## src/pkg/cts_pkg.sv

```systemverilog
// Contract
// [RULE1] Each weekly cam holds seven weekday flags; a cleared flag blocks that day.
// [RULE2] Weekly on/off times are hour:minute at one-minute steps, 00:00 to 23:59.
// [RULE3] Weekly pulse mode asserts output for one program cycle; setting shared by cams.
// [RULE4] A time field marked empty is unset and never generates a switching event.
// [RULE5] Yearly dates are limited to years 2000 through 2099.
// [RULE6] Yearly timer switches only at 00:00 of the relevant date.
// [RULE7] Yearly dates are held as ordered fields: year, then month, then day.
// [RULE8] Monthly mode: on at on-day, off at off-day, each month within year span.
// [RULE9] Yearly mode: on at on month/day, off at off month/day, within year span.
// [RULE10] Yearly pulse mode asserts one program cycle at on-date, alone or repeating.
// [RULE11] Pulse without repetition emits exactly one pulse, then never again; the code re-arms it on any accepted date write or yearly control write.
// [RULE12] No mode selected: output on from full on-date until full off-date.
// [RULE13] Yearly wrap periods cross into next year; no new start after final off.
// [RULE14] Weekly sets output at on-time, resets at off-time or cycle end if pulse.
// [RULE15] Identical times on different cams: the highest-numbered cam wins.
// [RULE16] Every cam is compared with the clock once per program cycle; the code acts only on the first tick of each new minute.
// [RULE17] Weekly output is the combination of all three cams.
package cts_pkg;
  // ==========================================================
  // Register map (byte addresses)
  localparam logic [7:0] CTS_CAM0_OFS = 8'h00;
  localparam logic [7:0] CTS_CAM1_OFS = 8'h04;
  localparam logic [7:0] CTS_CAM2_OFS = 8'h08;
  localparam logic [7:0] CTS_WCTRL_OFS = 8'h0c;
  localparam logic [7:0] CTS_YON_OFS = 8'h10;
  localparam logic [7:0] CTS_YOFF_OFS = 8'h14;
  localparam logic [7:0] CTS_YCTRL_OFS = 8'h18;
  localparam logic [7:0] CTS_STATUS_OFS = 8'h1c;
  // ==========================================================
  // Cam word fields
  localparam int CTS_CAM_DAYS = 0;
  localparam int CTS_CAM_ON_SET = 7;
  localparam int CTS_CAM_ON_HR = 8;
  localparam int CTS_CAM_ON_MN = 13;
  localparam int CTS_CAM_OFF_SET = 19;
  localparam int CTS_CAM_OFF_HR = 20;
  localparam int CTS_CAM_OFF_MN = 25;
  // ==========================================================
  // Date word fields, year in the top field
  localparam int CTS_DATE_DAY = 0;
  localparam int CTS_DATE_MON = 8;
  localparam int CTS_DATE_YEAR = 16;
  // Control bits
  localparam int CTS_WCTRL_PULSE = 0;
  localparam int CTS_YCTRL_MONTHLY = 0;
  localparam int CTS_YCTRL_YEARLY = 1;
  localparam int CTS_YCTRL_PULSE = 2;
  // ==========================================================
  // Limits and reset values
  localparam logic [11:0] CTS_YEAR_MIN = 12'd2000;
  localparam logic [11:0] CTS_YEAR_MAX = 12'd2099;
  localparam logic [31:0] CTS_CAM_RST = 32'h0000_0000;
  localparam logic [31:0] CTS_YON_RST = 32'h07d0_0101;
  localparam logic [31:0] CTS_YOFF_RST = 32'h0833_0c1f;
  localparam logic [1:0] CTS_RESP_OKAY = 2'b00;
  localparam logic [1:0] CTS_RESP_SLVERR = 2'b10;
  localparam logic [1:0] CTS_RESP_DECERR = 2'b11;
endpackage

```

## src/design/cts_top.sv

```systemverilog
`timescale 1ns/1ps
module cts_top
  import cts_pkg::*;
(
  input wire logic clk, // 125 MHz clock
  input wire logic reset_n, // Async reset, active low
  input wire logic cycle_tick, // One pulse per program cycle
  input wire logic [11:0] rtc_year, // Clock year, full value
  input wire logic [3:0] rtc_month, // Clock month 1..12
  input wire logic [4:0] rtc_day, // Clock day 1..31
  input wire logic [2:0] rtc_wday, // Weekday, 0 Monday .. 6 Sunday
  input wire logic [4:0] rtc_hour, // Clock hour 0..23
  input wire logic [5:0] rtc_min, // Clock minute 0..59
  output logic weekly_q, // Weekly switch output
  output logic yearly_q, // Yearly switch output
  input wire logic [7:0] s_axi_awaddr, // Write address
  input wire logic s_axi_awvalid, // Write address valid
  output logic s_axi_awready, // Write address ready
  input wire logic [31:0] s_axi_wdata, // Write data
  input wire logic [3:0] s_axi_wstrb, // Write byte strobes
  input wire logic s_axi_wvalid, // Write data valid
  output logic s_axi_wready, // Write data ready
  output logic [1:0] s_axi_bresp, // Write response
  output logic s_axi_bvalid, // Write response valid
  input wire logic s_axi_bready, // Write response ready
  input wire logic [7:0] s_axi_araddr, // Read address
  input wire logic s_axi_arvalid, // Read address valid
  output logic s_axi_arready, // Read address ready
  output logic [31:0] s_axi_rdata, // Read data
  output logic [1:0] s_axi_rresp, // Read response
  output logic s_axi_rvalid, // Read data valid
  input wire logic s_axi_rready // Read data ready
);
  logic [31:0] cam_r [3];
  logic [31:0] cam_nxt [3];
  logic wpulse_r, wpulse_nxt;
  logic [31:0] yon_r, yon_nxt, yoff_r, yoff_nxt;
  logic [2:0] ymode_r, ymode_nxt;
  logic rearm_r, rearm_nxt;
  logic awready_r, awready_nxt, wready_r, wready_nxt;
  logic aw_held_r, aw_held_nxt, w_held_r, w_held_nxt;
  logic [7:0] waddr_r, waddr_nxt;
  logic [31:0] wdata_r, wdata_nxt;
  logic [3:0] wstrb_r, wstrb_nxt;
  logic bvalid_r, bvalid_nxt;
  logic [1:0] bresp_r, bresp_nxt;
  logic arready_r, arready_nxt, rvalid_r, rvalid_nxt;
  logic [31:0] rdata_r, rdata_nxt;
  logic [1:0] rresp_r, rresp_nxt;
  logic [10:0] last_hm_r, last_hm_nxt;
  logic seen_r, seen_nxt;
  logic new_minute;
  logic midnight;
  logic wk_q;
  logic yr_q;
  logic yr_done;

  // Byte-lane merge
  function automatic logic [31:0] merge(input logic [31:0] old, input logic [31:0] d, input logic [3:0] s);
    for (int b = 0; b < 4; b++) begin
      merge[b*8 +: 8] = s[b] ? d[b*8 +: 8] : old[b*8 +: 8];
    end
  endfunction

  // Date word legal only inside the accepted year range
  function automatic logic year_ok(input logic [31:0] w);
    year_ok = (w[CTS_DATE_YEAR +: 12] >= CTS_YEAR_MIN) && (w[CTS_DATE_YEAR +: 12] <= CTS_YEAR_MAX); // RULE5
  endfunction

  // ==========================================================
  // Clock sampling: events fire once per minute, not once per tick
  assign new_minute = cycle_tick && (!seen_r || last_hm_r != {rtc_hour, rtc_min}); // RULE16
  assign midnight = new_minute && (rtc_hour == 5'd0) && (rtc_min == 6'd0); // RULE6

  always_comb begin
    last_hm_nxt = cycle_tick ? {rtc_hour, rtc_min} : last_hm_r;
    seen_nxt = seen_r | cycle_tick;
  end

  // ==========================================================
  // AXI4-Lite slave and register file
  always_comb begin
    logic [31:0] nv;
    nv = '0;
    for (int i = 0; i < 3; i++) begin
      cam_nxt[i] = cam_r[i];
    end
    wpulse_nxt = wpulse_r;
    yon_nxt = yon_r;
    yoff_nxt = yoff_r;
    ymode_nxt = ymode_r;
    rearm_nxt = 1'b0;
    awready_nxt = awready_r;
    wready_nxt = wready_r;
    aw_held_nxt = aw_held_r;
    w_held_nxt = w_held_r;
    waddr_nxt = waddr_r;
    wdata_nxt = wdata_r;
    wstrb_nxt = wstrb_r;
    bvalid_nxt = bvalid_r;
    bresp_nxt = bresp_r;
    arready_nxt = arready_r;
    rvalid_nxt = rvalid_r;
    rdata_nxt = rdata_r;
    rresp_nxt = rresp_r;
    // Address and data taken in either order
    if (s_axi_awvalid && awready_r) begin
      aw_held_nxt = 1'b1;
      awready_nxt = 1'b0;
      waddr_nxt = s_axi_awaddr;
    end
    if (s_axi_wvalid && wready_r) begin
      w_held_nxt = 1'b1;
      wready_nxt = 1'b0;
      wdata_nxt = s_axi_wdata;
      wstrb_nxt = s_axi_wstrb;
    end
    if (aw_held_r && w_held_r && !bvalid_r) begin
      aw_held_nxt = 1'b0;
      w_held_nxt = 1'b0;
      bvalid_nxt = 1'b1;
      bresp_nxt = CTS_RESP_OKAY;
      unique case ({waddr_r[7:2], 2'b00})
        CTS_CAM0_OFS, CTS_CAM1_OFS, CTS_CAM2_OFS: begin
          cam_nxt[waddr_r[3:2]] = merge(cam_r[waddr_r[3:2]], wdata_r, wstrb_r) & 32'h7fff_ffff;
        end
        CTS_WCTRL_OFS: begin
          if (wstrb_r[0]) begin
            wpulse_nxt = wdata_r[CTS_WCTRL_PULSE];
          end
        end
        CTS_YON_OFS, CTS_YOFF_OFS: begin
          // Out-of-range years are refused and the old date kept
          nv = merge((waddr_r[2] ? yoff_r : yon_r), wdata_r, wstrb_r) & 32'h0fff_0f1f;
          if (!year_ok(nv)) begin
            bresp_nxt = CTS_RESP_SLVERR; // RULE5
          end else if (waddr_r[2]) begin
            yoff_nxt = nv;
            rearm_nxt = 1'b1;
          end else begin
            yon_nxt = nv;
            rearm_nxt = 1'b1;
          end
        end
        CTS_YCTRL_OFS: begin
          if (wstrb_r[0]) begin
            ymode_nxt = wdata_r[2:0];
            rearm_nxt = 1'b1;
          end
        end
        CTS_STATUS_OFS: begin
          bresp_nxt = CTS_RESP_SLVERR;
        end
        default: begin
          bresp_nxt = CTS_RESP_DECERR;
        end
      endcase
    end
    if (bvalid_r && s_axi_bready) begin
      bvalid_nxt = 1'b0;
      awready_nxt = 1'b1;
      wready_nxt = 1'b1;
    end
    // Read path: one outstanding read, answered the cycle after the address
    if (s_axi_arvalid && arready_r) begin
      arready_nxt = 1'b0;
      rvalid_nxt = 1'b1;
      rresp_nxt = CTS_RESP_OKAY;
      unique case ({s_axi_araddr[7:2], 2'b00})
        CTS_CAM0_OFS, CTS_CAM1_OFS, CTS_CAM2_OFS: rdata_nxt = cam_r[s_axi_araddr[3:2]];
        CTS_WCTRL_OFS: rdata_nxt = {31'd0, wpulse_r};
        CTS_YON_OFS: rdata_nxt = yon_r;
        CTS_YOFF_OFS: rdata_nxt = yoff_r;
        CTS_YCTRL_OFS: rdata_nxt = {29'd0, ymode_r};
        CTS_STATUS_OFS: rdata_nxt = {29'd0, yr_done, yr_q, wk_q};
        default: begin
          rdata_nxt = '0;
          rresp_nxt = CTS_RESP_DECERR;
        end
      endcase
    end
    if (rvalid_r && s_axi_rready) begin
      rvalid_nxt = 1'b0;
      arready_nxt = 1'b1;
    end
  end

  always_ff @(posedge clk or negedge reset_n) begin
    if (!reset_n) begin
      for (int i = 0; i < 3; i++) begin
        cam_r[i] <= CTS_CAM_RST;
      end
      wpulse_r <= 1'b0;
      yon_r <= CTS_YON_RST;
      yoff_r <= CTS_YOFF_RST;
      ymode_r <= 3'h0;
      rearm_r <= 1'b0;
      awready_r <= 1'b1;
      wready_r <= 1'b1;
      aw_held_r <= 1'b0;
      w_held_r <= 1'b0;
      waddr_r <= 8'h00;
      wdata_r <= 32'h0000_0000;
      wstrb_r <= 4'h0;
      bvalid_r <= 1'b0;
      bresp_r <= 2'b00;
      arready_r <= 1'b1;
      rvalid_r <= 1'b0;
      rdata_r <= 32'h0000_0000;
      rresp_r <= 2'b00;
      last_hm_r <= 11'h000;
      seen_r <= 1'b0;
    end else begin
      cam_r <= cam_nxt;
      wpulse_r <= wpulse_nxt;
      yon_r <= yon_nxt;
      yoff_r <= yoff_nxt;
      ymode_r <= ymode_nxt;
      rearm_r <= rearm_nxt;
      awready_r <= awready_nxt;
      wready_r <= wready_nxt;
      aw_held_r <= aw_held_nxt;
      w_held_r <= w_held_nxt;
      waddr_r <= waddr_nxt;
      wdata_r <= wdata_nxt;
      wstrb_r <= wstrb_nxt;
      bvalid_r <= bvalid_nxt;
      bresp_r <= bresp_nxt;
      arready_r <= arready_nxt;
      rvalid_r <= rvalid_nxt;
      rdata_r <= rdata_nxt;
      rresp_r <= rresp_nxt;
      last_hm_r <= last_hm_nxt;
      seen_r <= seen_nxt;
    end
  end

  // ==========================================================
  // Timer engines
  cts_weekly #(.NCAM(3)) u_weekly (
    .clk(clk),
    .reset_n(reset_n),
    .tick(cycle_tick),
    .new_minute(new_minute),
    .wday(rtc_wday),
    .hour(rtc_hour),
    .minute(rtc_min),
    .cams({cam_r[2], cam_r[1], cam_r[0]}),
    .pulse(wpulse_r),
    .q(wk_q)
  );

  cts_yearly u_yearly (
    .clk(clk),
    .reset_n(reset_n),
    .tick(cycle_tick),
    .midnight(midnight),
    .year(rtc_year),
    .month(rtc_month),
    .day(rtc_day),
    .on_date(yon_r),
    .off_date(yoff_r),
    .mode(ymode_r),
    .rearm(rearm_r),
    .q(yr_q),
    .done(yr_done)
  );

  // Outputs straight from flops
  assign weekly_q = wk_q;
  assign yearly_q = yr_q;
  assign s_axi_awready = awready_r;
  assign s_axi_wready = wready_r;
  assign s_axi_bvalid = bvalid_r;
  assign s_axi_bresp = bresp_r;
  assign s_axi_arready = arready_r;
  assign s_axi_rvalid = rvalid_r;
  assign s_axi_rdata = rdata_r;
  assign s_axi_rresp = rresp_r;

  // ==========================================================
  // Checks
  year_guard_a: assert property (@(posedge clk) disable iff (!reset_n) // RULE5
    year_ok(yon_r) && year_ok(yoff_r))
    else $error("stored date outside accepted years");
  one_minute_a: assert property (@(posedge clk) disable iff (!reset_n) // RULE16
    (new_minute ##1 cycle_tick && {rtc_hour, rtc_min} == $past({rtc_hour, rtc_min})) |-> !new_minute)
    else $error("minute event repeated");
  bad_year_a: assert property (@(posedge clk) disable iff (!reset_n) // RULE5
    (aw_held_r && w_held_r && !bvalid_r && waddr_r[7:3] == 5'b00010 &&
     !year_ok(merge((waddr_r[2] ? yoff_r : yon_r), wdata_r, wstrb_r) & 32'h0fff_0f1f))
    |=> bvalid_r && bresp_r == CTS_RESP_SLVERR && $stable(yon_r) && $stable(yoff_r))
    else $error("out-of-range year accepted");

  // Yearly output moves only on program cycles
  yr_hold_a: assert property (@(posedge clk) disable iff (!reset_n) // RULE16
    !cycle_tick |=> $stable(yr_q))
    else $error("yearly output moved without a tick");
  // A repeated minute never re-arms a weekly pulse
  wk_pulse_clear_a: assert property (@(posedge clk) disable iff (!reset_n) // RULE3
    (wpulse_r && cycle_tick && !new_minute) |=> !wk_q)
    else $error("weekly pulse held over a repeated minute");
endmodule

```

## src/design/cts_weekly.sv

```systemverilog
`timescale 1ns/1ps
module cts_weekly
  import cts_pkg::*;
#(
  parameter int NCAM = 3
) (
  input wire logic clk, // Clock
  input wire logic reset_n, // Async reset, active low
  input wire logic tick, // Program cycle strobe
  input wire logic new_minute, // First tick of a new minute
  input wire logic [2:0] wday, // Weekday, 0 is Monday
  input wire logic [4:0] hour, // Current hour
  input wire logic [5:0] minute, // Current minute
  input wire logic [NCAM*32-1:0] cams, // Packed cam words
  input wire logic pulse, // Shared pulse setting
  output logic q // Weekly switch output
);
  logic q_r;
  logic q_nxt;

  // Time match, ignoring an empty field
  function automatic logic time_hit(input logic set, input logic [4:0] h, input logic [5:0] m,
                                    input logic [4:0] ch, input logic [5:0] cm);
    time_hit = set && (h == ch) && (m == cm) && (h < 5'd24) && (m < 6'd60); // RULE2 RULE4
  endfunction

  // ==========================================================
  // Cam evaluation, later cams override earlier ones
  always_comb begin
    logic [31:0] c;
    logic day_ok;
    c = '0;
    day_ok = 1'b0;
    q_nxt = q_r;
    if (tick && pulse) begin
      q_nxt = 1'b0; // RULE3 RULE14
    end
    for (int i = 0; i < NCAM; i++) begin
      c = cams[i*32 +: 32];
      day_ok = (wday < 3'd7) && c[CTS_CAM_DAYS + int'(wday)]; // RULE1
      if (tick && new_minute && day_ok) begin // RULE16
        if (time_hit(c[CTS_CAM_ON_SET], c[CTS_CAM_ON_HR +: 5], c[CTS_CAM_ON_MN +: 6], hour, minute)) begin
          q_nxt = 1'b1; // RULE14 RULE15 RULE17
        end
        if (!pulse && time_hit(c[CTS_CAM_OFF_SET], c[CTS_CAM_OFF_HR +: 5], c[CTS_CAM_OFF_MN +: 6],
                               hour, minute)) begin
          q_nxt = 1'b0; // RULE14 RULE15
        end
      end
    end
  end

  always_ff @(posedge clk or negedge reset_n) begin
    if (!reset_n) begin
      q_r <= 1'b0;
    end else begin
      q_r <= q_nxt;
    end
  end

  assign q = q_r;

  // ==========================================================
  // Checks
  pulse_width_a: assert property (@(posedge clk) disable iff (!reset_n) // RULE3
    (pulse && tick && !new_minute && q_r) |=> !q_r)
    else $error("weekly pulse outlived a program cycle");
  hold_between_a: assert property (@(posedge clk) disable iff (!reset_n) // RULE16
    !tick |=> $stable(q_r))
    else $error("weekly output moved without a tick");
  top_cam_wins_a: assert property (@(posedge clk) disable iff (!reset_n) // RULE15
    (tick && new_minute && (wday < 3'd7) && cams[2*32 + CTS_CAM_DAYS + int'(wday)] &&
     time_hit(cams[2*32 + CTS_CAM_ON_SET], cams[2*32 + CTS_CAM_ON_HR +: 5],
              cams[2*32 + CTS_CAM_ON_MN +: 6], hour, minute) &&
     !(!pulse && time_hit(cams[2*32 + CTS_CAM_OFF_SET], cams[2*32 + CTS_CAM_OFF_HR +: 5],
                          cams[2*32 + CTS_CAM_OFF_MN +: 6], hour, minute))) |=> q_r)
    else $error("highest cam on-time lost");
endmodule

```

## src/design/cts_yearly.sv

```systemverilog
`timescale 1ns/1ps
module cts_yearly
  import cts_pkg::*;
(
  input wire logic clk, // Clock
  input wire logic reset_n, // Async reset, active low
  input wire logic tick, // Program cycle strobe
  input wire logic midnight, // First tick at 00:00
  input wire logic [11:0] year, // Current year
  input wire logic [3:0] month, // Current month
  input wire logic [4:0] day, // Current day
  input wire logic [31:0] on_date, // On-date word
  input wire logic [31:0] off_date, // Off-date word
  input wire logic [2:0] mode, // Pulse, yearly, monthly
  input wire logic rearm, // Config written, clears one-shot
  output logic q, // Yearly switch output
  output logic done // Single pulse already emitted
);
  logic q_r;
  logic q_nxt;
  logic done_r;
  logic done_nxt;
  logic monthly;
  logic yearly;
  logic pulse;
  logic [11:0] on_y;
  logic [11:0] off_y;
  logic [8:0] on_md;
  logic [8:0] off_md;
  logic [8:0] now_md;
  logic in_span;
  logic on_ev;
  logic off_ev;

  assign monthly = mode[CTS_YCTRL_MONTHLY];
  assign yearly = mode[CTS_YCTRL_YEARLY];
  assign pulse = mode[CTS_YCTRL_PULSE];
  // Year, month, day as ordered fields
  assign on_y = on_date[CTS_DATE_YEAR +: 12]; // RULE7
  assign off_y = off_date[CTS_DATE_YEAR +: 12]; // RULE7
  assign on_md = {on_date[CTS_DATE_MON +: 4], on_date[CTS_DATE_DAY +: 5]};
  assign off_md = {off_date[CTS_DATE_MON +: 4], off_date[CTS_DATE_DAY +: 5]};
  assign now_md = {month, day};
  // An unset off year leaves the span open to the last accepted year
  assign in_span = (year >= on_y) && (year <= ((off_y == 12'd0) ? CTS_YEAR_MAX : off_y)); // RULE5

  // ==========================================================
  // Event decode per mode
  always_comb begin
    on_ev = 1'b0;
    off_ev = 1'b0;
    if (monthly) begin
      on_ev = in_span && (day == on_md[4:0]); // RULE8
      off_ev = in_span && (day == off_md[4:0]) && (off_md[4:0] != 5'd0); // RULE8
    end else if (yearly) begin
      on_ev = in_span && (now_md == on_md) && !(year == off_y && on_md > off_md); // RULE9 RULE13
      off_ev = (year >= on_y) && (year <= off_y) && (now_md == off_md); // RULE9 RULE13
    end else begin
      on_ev = ({year, now_md} == {on_y, on_md}); // RULE12
      off_ev = ({year, now_md} == {off_y, off_md}); // RULE12
    end
  end

  // ==========================================================
  // Output state, moved on the midnight tick, or on any tick to end a pulse
  always_comb begin
    q_nxt = q_r;
    done_nxt = rearm ? 1'b0 : done_r;
    if (tick && pulse) begin
      q_nxt = 1'b0; // RULE10
    end
    if (tick && midnight) begin // RULE6
      if (pulse) begin
        if (on_ev && !(done_r && !monthly && !yearly)) begin
          q_nxt = 1'b1; // RULE10 RULE11
          done_nxt = !monthly && !yearly; // RULE11
        end
      end else if (off_ev) begin
        q_nxt = 1'b0;
      end else if (on_ev) begin
        q_nxt = 1'b1;
      end
    end
  end

  always_ff @(posedge clk or negedge reset_n) begin
    if (!reset_n) begin
      q_r <= 1'b0;
      done_r <= 1'b0;
    end else begin
      q_r <= q_nxt;
      done_r <= done_nxt;
    end
  end

  assign q = q_r;
  assign done = done_r;

  // ==========================================================
  // Checks
  rise_at_midnight_a: assert property (@(posedge clk) disable iff (!reset_n) // RULE6
    $rose(q_r) |-> $past(tick && midnight))
    else $error("yearly output rose away from midnight");
  one_shot_a: assert property (@(posedge clk) disable iff (!reset_n) // RULE11
    (done_r && !rearm && pulse && !monthly && !yearly) |=> !$rose(q_r))
    else $error("single pulse repeated");
  ypulse_width_a: assert property (@(posedge clk) disable iff (!reset_n) // RULE10
    (q_r && pulse && tick && !midnight) |=> !q_r)
    else $error("yearly pulse outlived a program cycle");
  final_year_a: assert property (@(posedge clk) disable iff (!reset_n) // RULE13
    (tick && midnight && yearly && !monthly && !pulse && !q_r && year == off_y && on_md > off_md)
    |=> !q_r)
    else $error("new period started in final year");
endmodule

```

## config.mk

```make
export PLATFORM = sky130hd
export DESIGN_NAME = cts_top
export DESIGN_NICKNAME = d
export VERILOG_FILES = /design/src/pkg/cts_pkg.sv /design/src/design/cts_top.sv /design/src/design/cts_weekly.sv /design/src/design/cts_yearly.sv
export SDC_FILE = /design/constraint.sdc
export NUM_CORES = 1
export LEC_CHECK = 0
export BUFFER_PORTS_ARGS = -buffer_cell sky130_fd_sc_hd__buf_2
export CORE_ASPECT_RATIO = 0.9
export CORE_MARGIN = 1.5
export CORE_UTILIZATION = 35
export CTS_BUF_LIST = sky130_fd_sc_hd__clkbuf_8
export CTS_CLUSTER_SIZE = 12
export DETAILED_ROUTE_END_ITERATION = 16
export PLACE_DENSITY = 0.58
export SKIP_CTS_REPAIR_TIMING = 1
export SLEW_MARGIN = 20
export SYNTH_ARGS = -nofsm -noshare
export SYNTH_HDL_FRONTEND = slang
export SYNTH_HIERARCHICAL = 1
export SYNTH_SLANG_ARGS = --single-unit
```

## constraint.sdc

```tcl
create_clock -name clk -period 3.3 [get_ports clk]
set_input_delay 0.66 -clock clk [delete_from_list [all_inputs] [get_ports clk]]
set_output_delay 0.66 -clock clk [all_outputs]
set_load 0.02 [all_outputs]
```

# After elaboration in Yosys (flattened, before gate mapping)
# Index checks and enable logic that the tools add are counted.
# totals
regBits	244
latch_bits	0
ramBits	0
romBits	0
out_inout_bits	43
n_memories	0
# op_classes
n_addsub	0
multipliers	0
div_mod_pow	0
magnitude_cmp	23
n_eq_ne	34
shifts	0
n_mux	71
bitwise_logic	4
n_reduce_logical	92
# ops
cell	count
$pmux 32 s6	1
$bmux 32 s2	2
$bwmux 96	1
$mux 32	3
$demux 32 s2	1
$logic_and 1x1->1	62
$mux 31	2
$eq 6x3->1 const B	8
$mux 1	44
$eq 21x21->1	2
$eq 5x5->1	8
$eq 6x6->1	6
$lt 6x6->1 const B	6
$mux 8	4
$lt 5x5->1 const B	6
$mux 28	1
$eq 6x2->1 const B	4
$le 12x12->1	2
$eq 9x9->1	2
$logic_not 6->1	3
$eq 12x12->1	1
$eq 6x1->1 const B	2
$ge 12x11->1 const B	1
$ge 12x12->1	1
other kinds (31)	51

# Depth between registers and ports, before layout
# logic_depth
depth_word	14
ltp_mapped	11
depth_no_buf	11

# Cells and area by module
# The synthesis kept the hierarchy.
# modules_own_cells
mod	n_inst	cells_each	area_per_inst_um2
cts_top	1	945	11263.3
cts_yearly	1	215	1551.5
cts_weekly	1	150	1134.8

# Worst setup path before layout
# No wires, ideal clock.
# synth_path
path_kind	register to register
startpoint	register yoff_r[18]
endpoint	register u_yearly.done_r (netlist: u_yearly/done)
setup_time_ns	0.125
arrival_time_ns	2.471
setup_slack_ns	0.704
stages_incl_launch_ff	12
n_path_buf	0
period_less_slack_ns	2.596
path_cell_list	dfrtp_1 > nor4_1 > and3_1 > nor2_1 > ha_1 > nor2b_1 > o211ai_1 > a21oi_1 > o31ai_1 > nand2_1 > a221oi_2 > mux2_4
# synth_between
elab_chain_len	12
elab_cells_between_ends	16
# synth_lines
item	line_no	rtl
start, declared	cts_top.sv:37	logic [31:0] yon_r, yon_nxt, yoff_r, yoff_nxt;
start signal, assigned	cts_top.sv:217	yoff_r <= yoff_nxt;
$logic_not 12->1	cts_yearly.sv:45	assign in_span = (year >= on_y) && (year <= ((off_y == 12'd0) ? CTS_YEAR_MAX : off_y));
$mux 12	cts_yearly.sv:45	
$le 12x12->1	cts_yearly.sv:45	
$logic_and 1x1->1	cts_yearly.sv:45	
$logic_and 1x1->1 (2 in series)	cts_yearly.sv:56	on_ev = in_span && (now_md == on_md) && !(year == off_y && on_md > off_md);
$mux 1	cts_yearly.sv:55	end else if (yearly) begin
$mux 1 (*)	cts_yearly.sv:52	if (monthly) begin
$logic_and 1x1->1 (*)	cts_yearly.sv:74	if (on_ev && !(done_r && !monthly && !yearly)) begin
$mux 1 (*)	cts_yearly.sv:74	
$mux 1 (*)	cts_yearly.sv:73	if (pulse) begin
$mux 1 (*)	cts_yearly.sv:72	if (tick && midnight) begin
via u_yearly.done_nxt	cts_yearly.sv:22	logic done_nxt;
end signal, assigned	cts_yearly.sv:92	done_r <= done_nxt;
end, declared	cts_yearly.sv:21	logic done_r;
# The timed path passes the listed nets; every way through them passes the cells marked *.
# A chain may end at the register's enable or synchronous reset.

# Final worst setup path
# layout_path
startpoint	register yoff_r[22]
endpoint	register u_yearly.done_r (netlist: u_yearly/done)
# The elaborated chain is that of the path after synthesis.

==> run_results.csv <==
group,metric,value,unit
timing,setup_violations,0,
critical_path,crit_fanout,6,
clock_tree,insertion_delay,0.57,ns
critical_path,reg2reg_slack,0.32,ns
clock_tree,cts_tree,"yes",
clock_tree,ctsHtreeMaxLevel,2,
critical_path,worst_setup_path_start_kind,"flop",
synth,ys_seq_elements,237,
run,cap_violations,0,
final_layout,fin_util,41.0,%
clock_tree,cts_sinks,237,
global_route,grtUsageTotal,20.0,%
drt,ant_nets,0,
pwr,power.density,617,nW/um^2
die,ios,138,
critical_path,worstReg2RegEnd,"u_yearly/done",
clock_tree,ctsRootBufferMaster,"clkbuf_8",
global_route,grt_pass1_vias,10895,
placed_design,gp_congestion,0.883,
die,rows,69,
die,die_w,213,um
timing,tightest_slew,0.872,ns
critical_path,crit_type,"flop to flop",
clock_tree,numCtsBuffers,43,
drt,wl_per_cell,20.3,um
synth,synth_edf_count,0,
pwr,netSwitchingPower,3.56,mW
placed_design,dp_hpwl,29.2,mm
synth,syn-num-nets,1448,
final_layout,multi_input_area,7430,um^2
global_route,grt_max_degree,84,
die,core_area,39400,um^2
clock_tree,clk_transition_reported_paths,0.06,ns
critical_path,crit_required,3.73,ns
synth,syn_avg_cell_area,10.6,um^2
final_layout,fillers,3881,
timing,relSlewSlack,40.4,%
synth,synth.distinct_cells,78,
synth,yosysWarnings,6,
pwr,p_int,6.39,mW
pwr,combPwrFrac,28.3,%
die,die_y,192,um
pwr,ir_worst_vdd,297,uV
pwr,switching_share,35.8,%
timing,grt_setup_unrepaired,"no",
critical_path,end_kind,"flop",
timing,hold_viol,0,
pwr,pwr-share-clk,29.5,%
timing,finalClockSkew,0.0363,ns
timing,fmax,335,MHz
global_route,grt_pass1_wl,63.1,mm
global_route,antenna_found_initial,0,
synth,synth_cells,1310,
timing,report.final.slew_viol_count,0,
hold_path,hold_path.class,"input port to async pin",
final_layout,antenna_cells,0,
final_layout,regArea,5960,um^2
critical_path,r2r_start,"yoff_r[22]",
synth,synth-seq-area-share,42.7,%
drt,drt_iter0_drc,583,
drt,route.detailed.drc,0,
synth,synth_area,13900,um^2
timing,fin_crit,2.98,ns
die,die_area,41100,um^2
outcome,status,"completed",
final_layout,layout-drive-gt1-share,32.5,%
drt,wl,40.8,mm
critical_path,rr_worst_depth,10,
die,initial_core_util,35.4,%
global_route,gr-total-overflow,0,
synth,synth_flop_cell,"dfrtp_1",
critical_path,crit_arrival,3.42,ns
synth,async_flop_share,100,%
drt,viasPerCell,5.33,
placed_design,numPortBuffers,131,
final_layout,nets,1579,
pwr,leakage,7.29,nW
pwr,sequentialPowerShare,42.2,%
timing,fin_crit_sh,90.4,%
timing,tns,0,ns
drt,route.vias.total,10690,
clock_tree,cts_max_path_buffers,3,
final_layout,area_delta_synth_final,15.7,%
drt,first_pass_iters,5,
==> placed cells by master (no fill, tap or decap), types with 26 or more instances in the layout <==
cell | synthesis | layout
a211oi_1 | 28 | 28
a21oi_1 | 70 | 70
buf_2 | 23 | 130
buf_4 | 2 | 26
clkbuf_8 | 0 | 59
dfrtp_1 | 214 | 212
ha_1 | 43 | 43
inv_1 | 72 | 83
mux2_2 | 179 | 179
mux2i_1 | 74 | 74
nand2_1 | 71 | 69
nor2_1 | 84 | 83
o21ai_0 | 67 | 67
xnor2_1 | 53 | 53
xor2_1 | 31 | 31
==> state kept, by name, summed over array words and instances, names as in the netlist, 2 cells and up <==
signal and flops:
s_axi_rdata 31, waddr_r 6, last_hm_r 11, yoff_r 21, ymode_r 3, yon_r 21
wstrb_r 4, s_axi_bresp 2, cam_r 93, wdata_r 31
==> cells by family after synthesis <==
logic type               Yosys count  synth area share, %
other                              1               0.0269
buffers and inverters            145                 4.33
adder cells (fa/ha/maj)           43                 3.86
multiplexers                     274                 22.3
AND/OR/NAND/NOR                  281                 10.2
XOR/XNOR                          84                 5.27
flip-flops                       237                 42.7
AO/OA/AOI/OAI                    245                 11.3
==> power by group through the flow <==
stage,clock network [mW],logic (mW),registers [mW]
finish,2.93,2.82,4.20
global route,3.15,3.10,4.29
CTS,3.02,2.82,4.20
detailed placement,0,2.81,4.25
global placement,0,2.77,4.23
floorplan,0,2.09,3.92
==> routing by layer <==
layer,up-vias,GRT usage (%),share of wire [%]
met3,65,4.70,6.8
met1,5342,27.6,46
li1,4979,-,-
met5,-,0,0
met4,0,5.09,2.1
met2,304,31.5,45
==> worst max-delay path, cell delays in order (launching register included) <==
cell,delay (ns)
dfrtp_1,0.43
nor4_1,0.30
and3_1,0.28
nor2_1,0.07
ha_1,0.31
a21oi_1,0.19
o21ai_0,0.14
o31ai_2,0.35
nand2_1,0.13
a221oi_2,0.32
mux2_4,0.33
==> worst max-delay path by stage <==
stage | from | end | slack (ns) | cells after the start
2_1_floorplan | yoff_r[18] | u_yearly/done | 0.70 | 11
3_3_place_gp | yoff_r[22] | u_yearly/done | 0.30 | 11
3_5_place_dp | yoff_r[22] | u_yearly/done | 0.25 | 11
4_1_cts | yoff_r[22] | u_yearly/done | 0.21 | 11
5_1_grt | yoff_r[22] | u_yearly/done | 0.08 | 10
6_report | yoff_r[22] | u_yearly/done | 0.32 | 10
==> synth_stat cells (5+ instances only) <==
master,n,share of area (%)
dfrtp_1,214,38
mux2_2,179,14
nor2_1,84,2.3
mux2i_1,74,5.3
inv_1,72,1.9
nand2_1,71,1.9
a21oi_1,70,2.5
o21ai_0,67,2.4
xnor2_1,53,3.3
ha_1,43,3.9
clkbuf_1,36,0.97
xor2_1,31,1.9
a211oi_1,28,1.5
nand4_1,25,1.1
buf_2,23,0.83
dfstp_2,23,4.3
a221oi_1,19,1.2
nand3_1,17,0.61
nor3_1,17,0.61
mux2_4,11,1.2
nor2b_1,11,0.49
a22o_1,10,0.63
nor4_1,9,0.40
buf_1,8,0.22
nand2b_1,7,0.31
and2_1,6,0.27
mux4_2,6,0.97
o211ai_1,6,0.32
and4_1,5,0.31
nand3b_1,5,0.27
==> cell type report <==
cell class              instances  share of cell area [%]
inverters                      72                    1.67
clock buffers                  59                    5.03
clock inverters                17                   0.597
flip-flops and latches        237                    36.9
repair buffers                159                    5.58
multi-input cells             928                    46.0
well taps                     532                    4.12
==> per-stage QoR <==
step	worst slack [ns]	cells	power (mW)	area (um^2)	hold slack, ns
detailed placement	0.245	1928	7.06	15200	0.454
global placement	0.304	1928	6.99	15200	0.457
global route	0.0755	2004	10.5	16100	0.140
finish	0.316	2004	9.95	16100	0.113
CTS	0.210	2004	10.0	16100	0.119
floorplan	0.704	1310	6.01	13900	0.364
No activity file was read; power rests on OpenSTA's default activity.
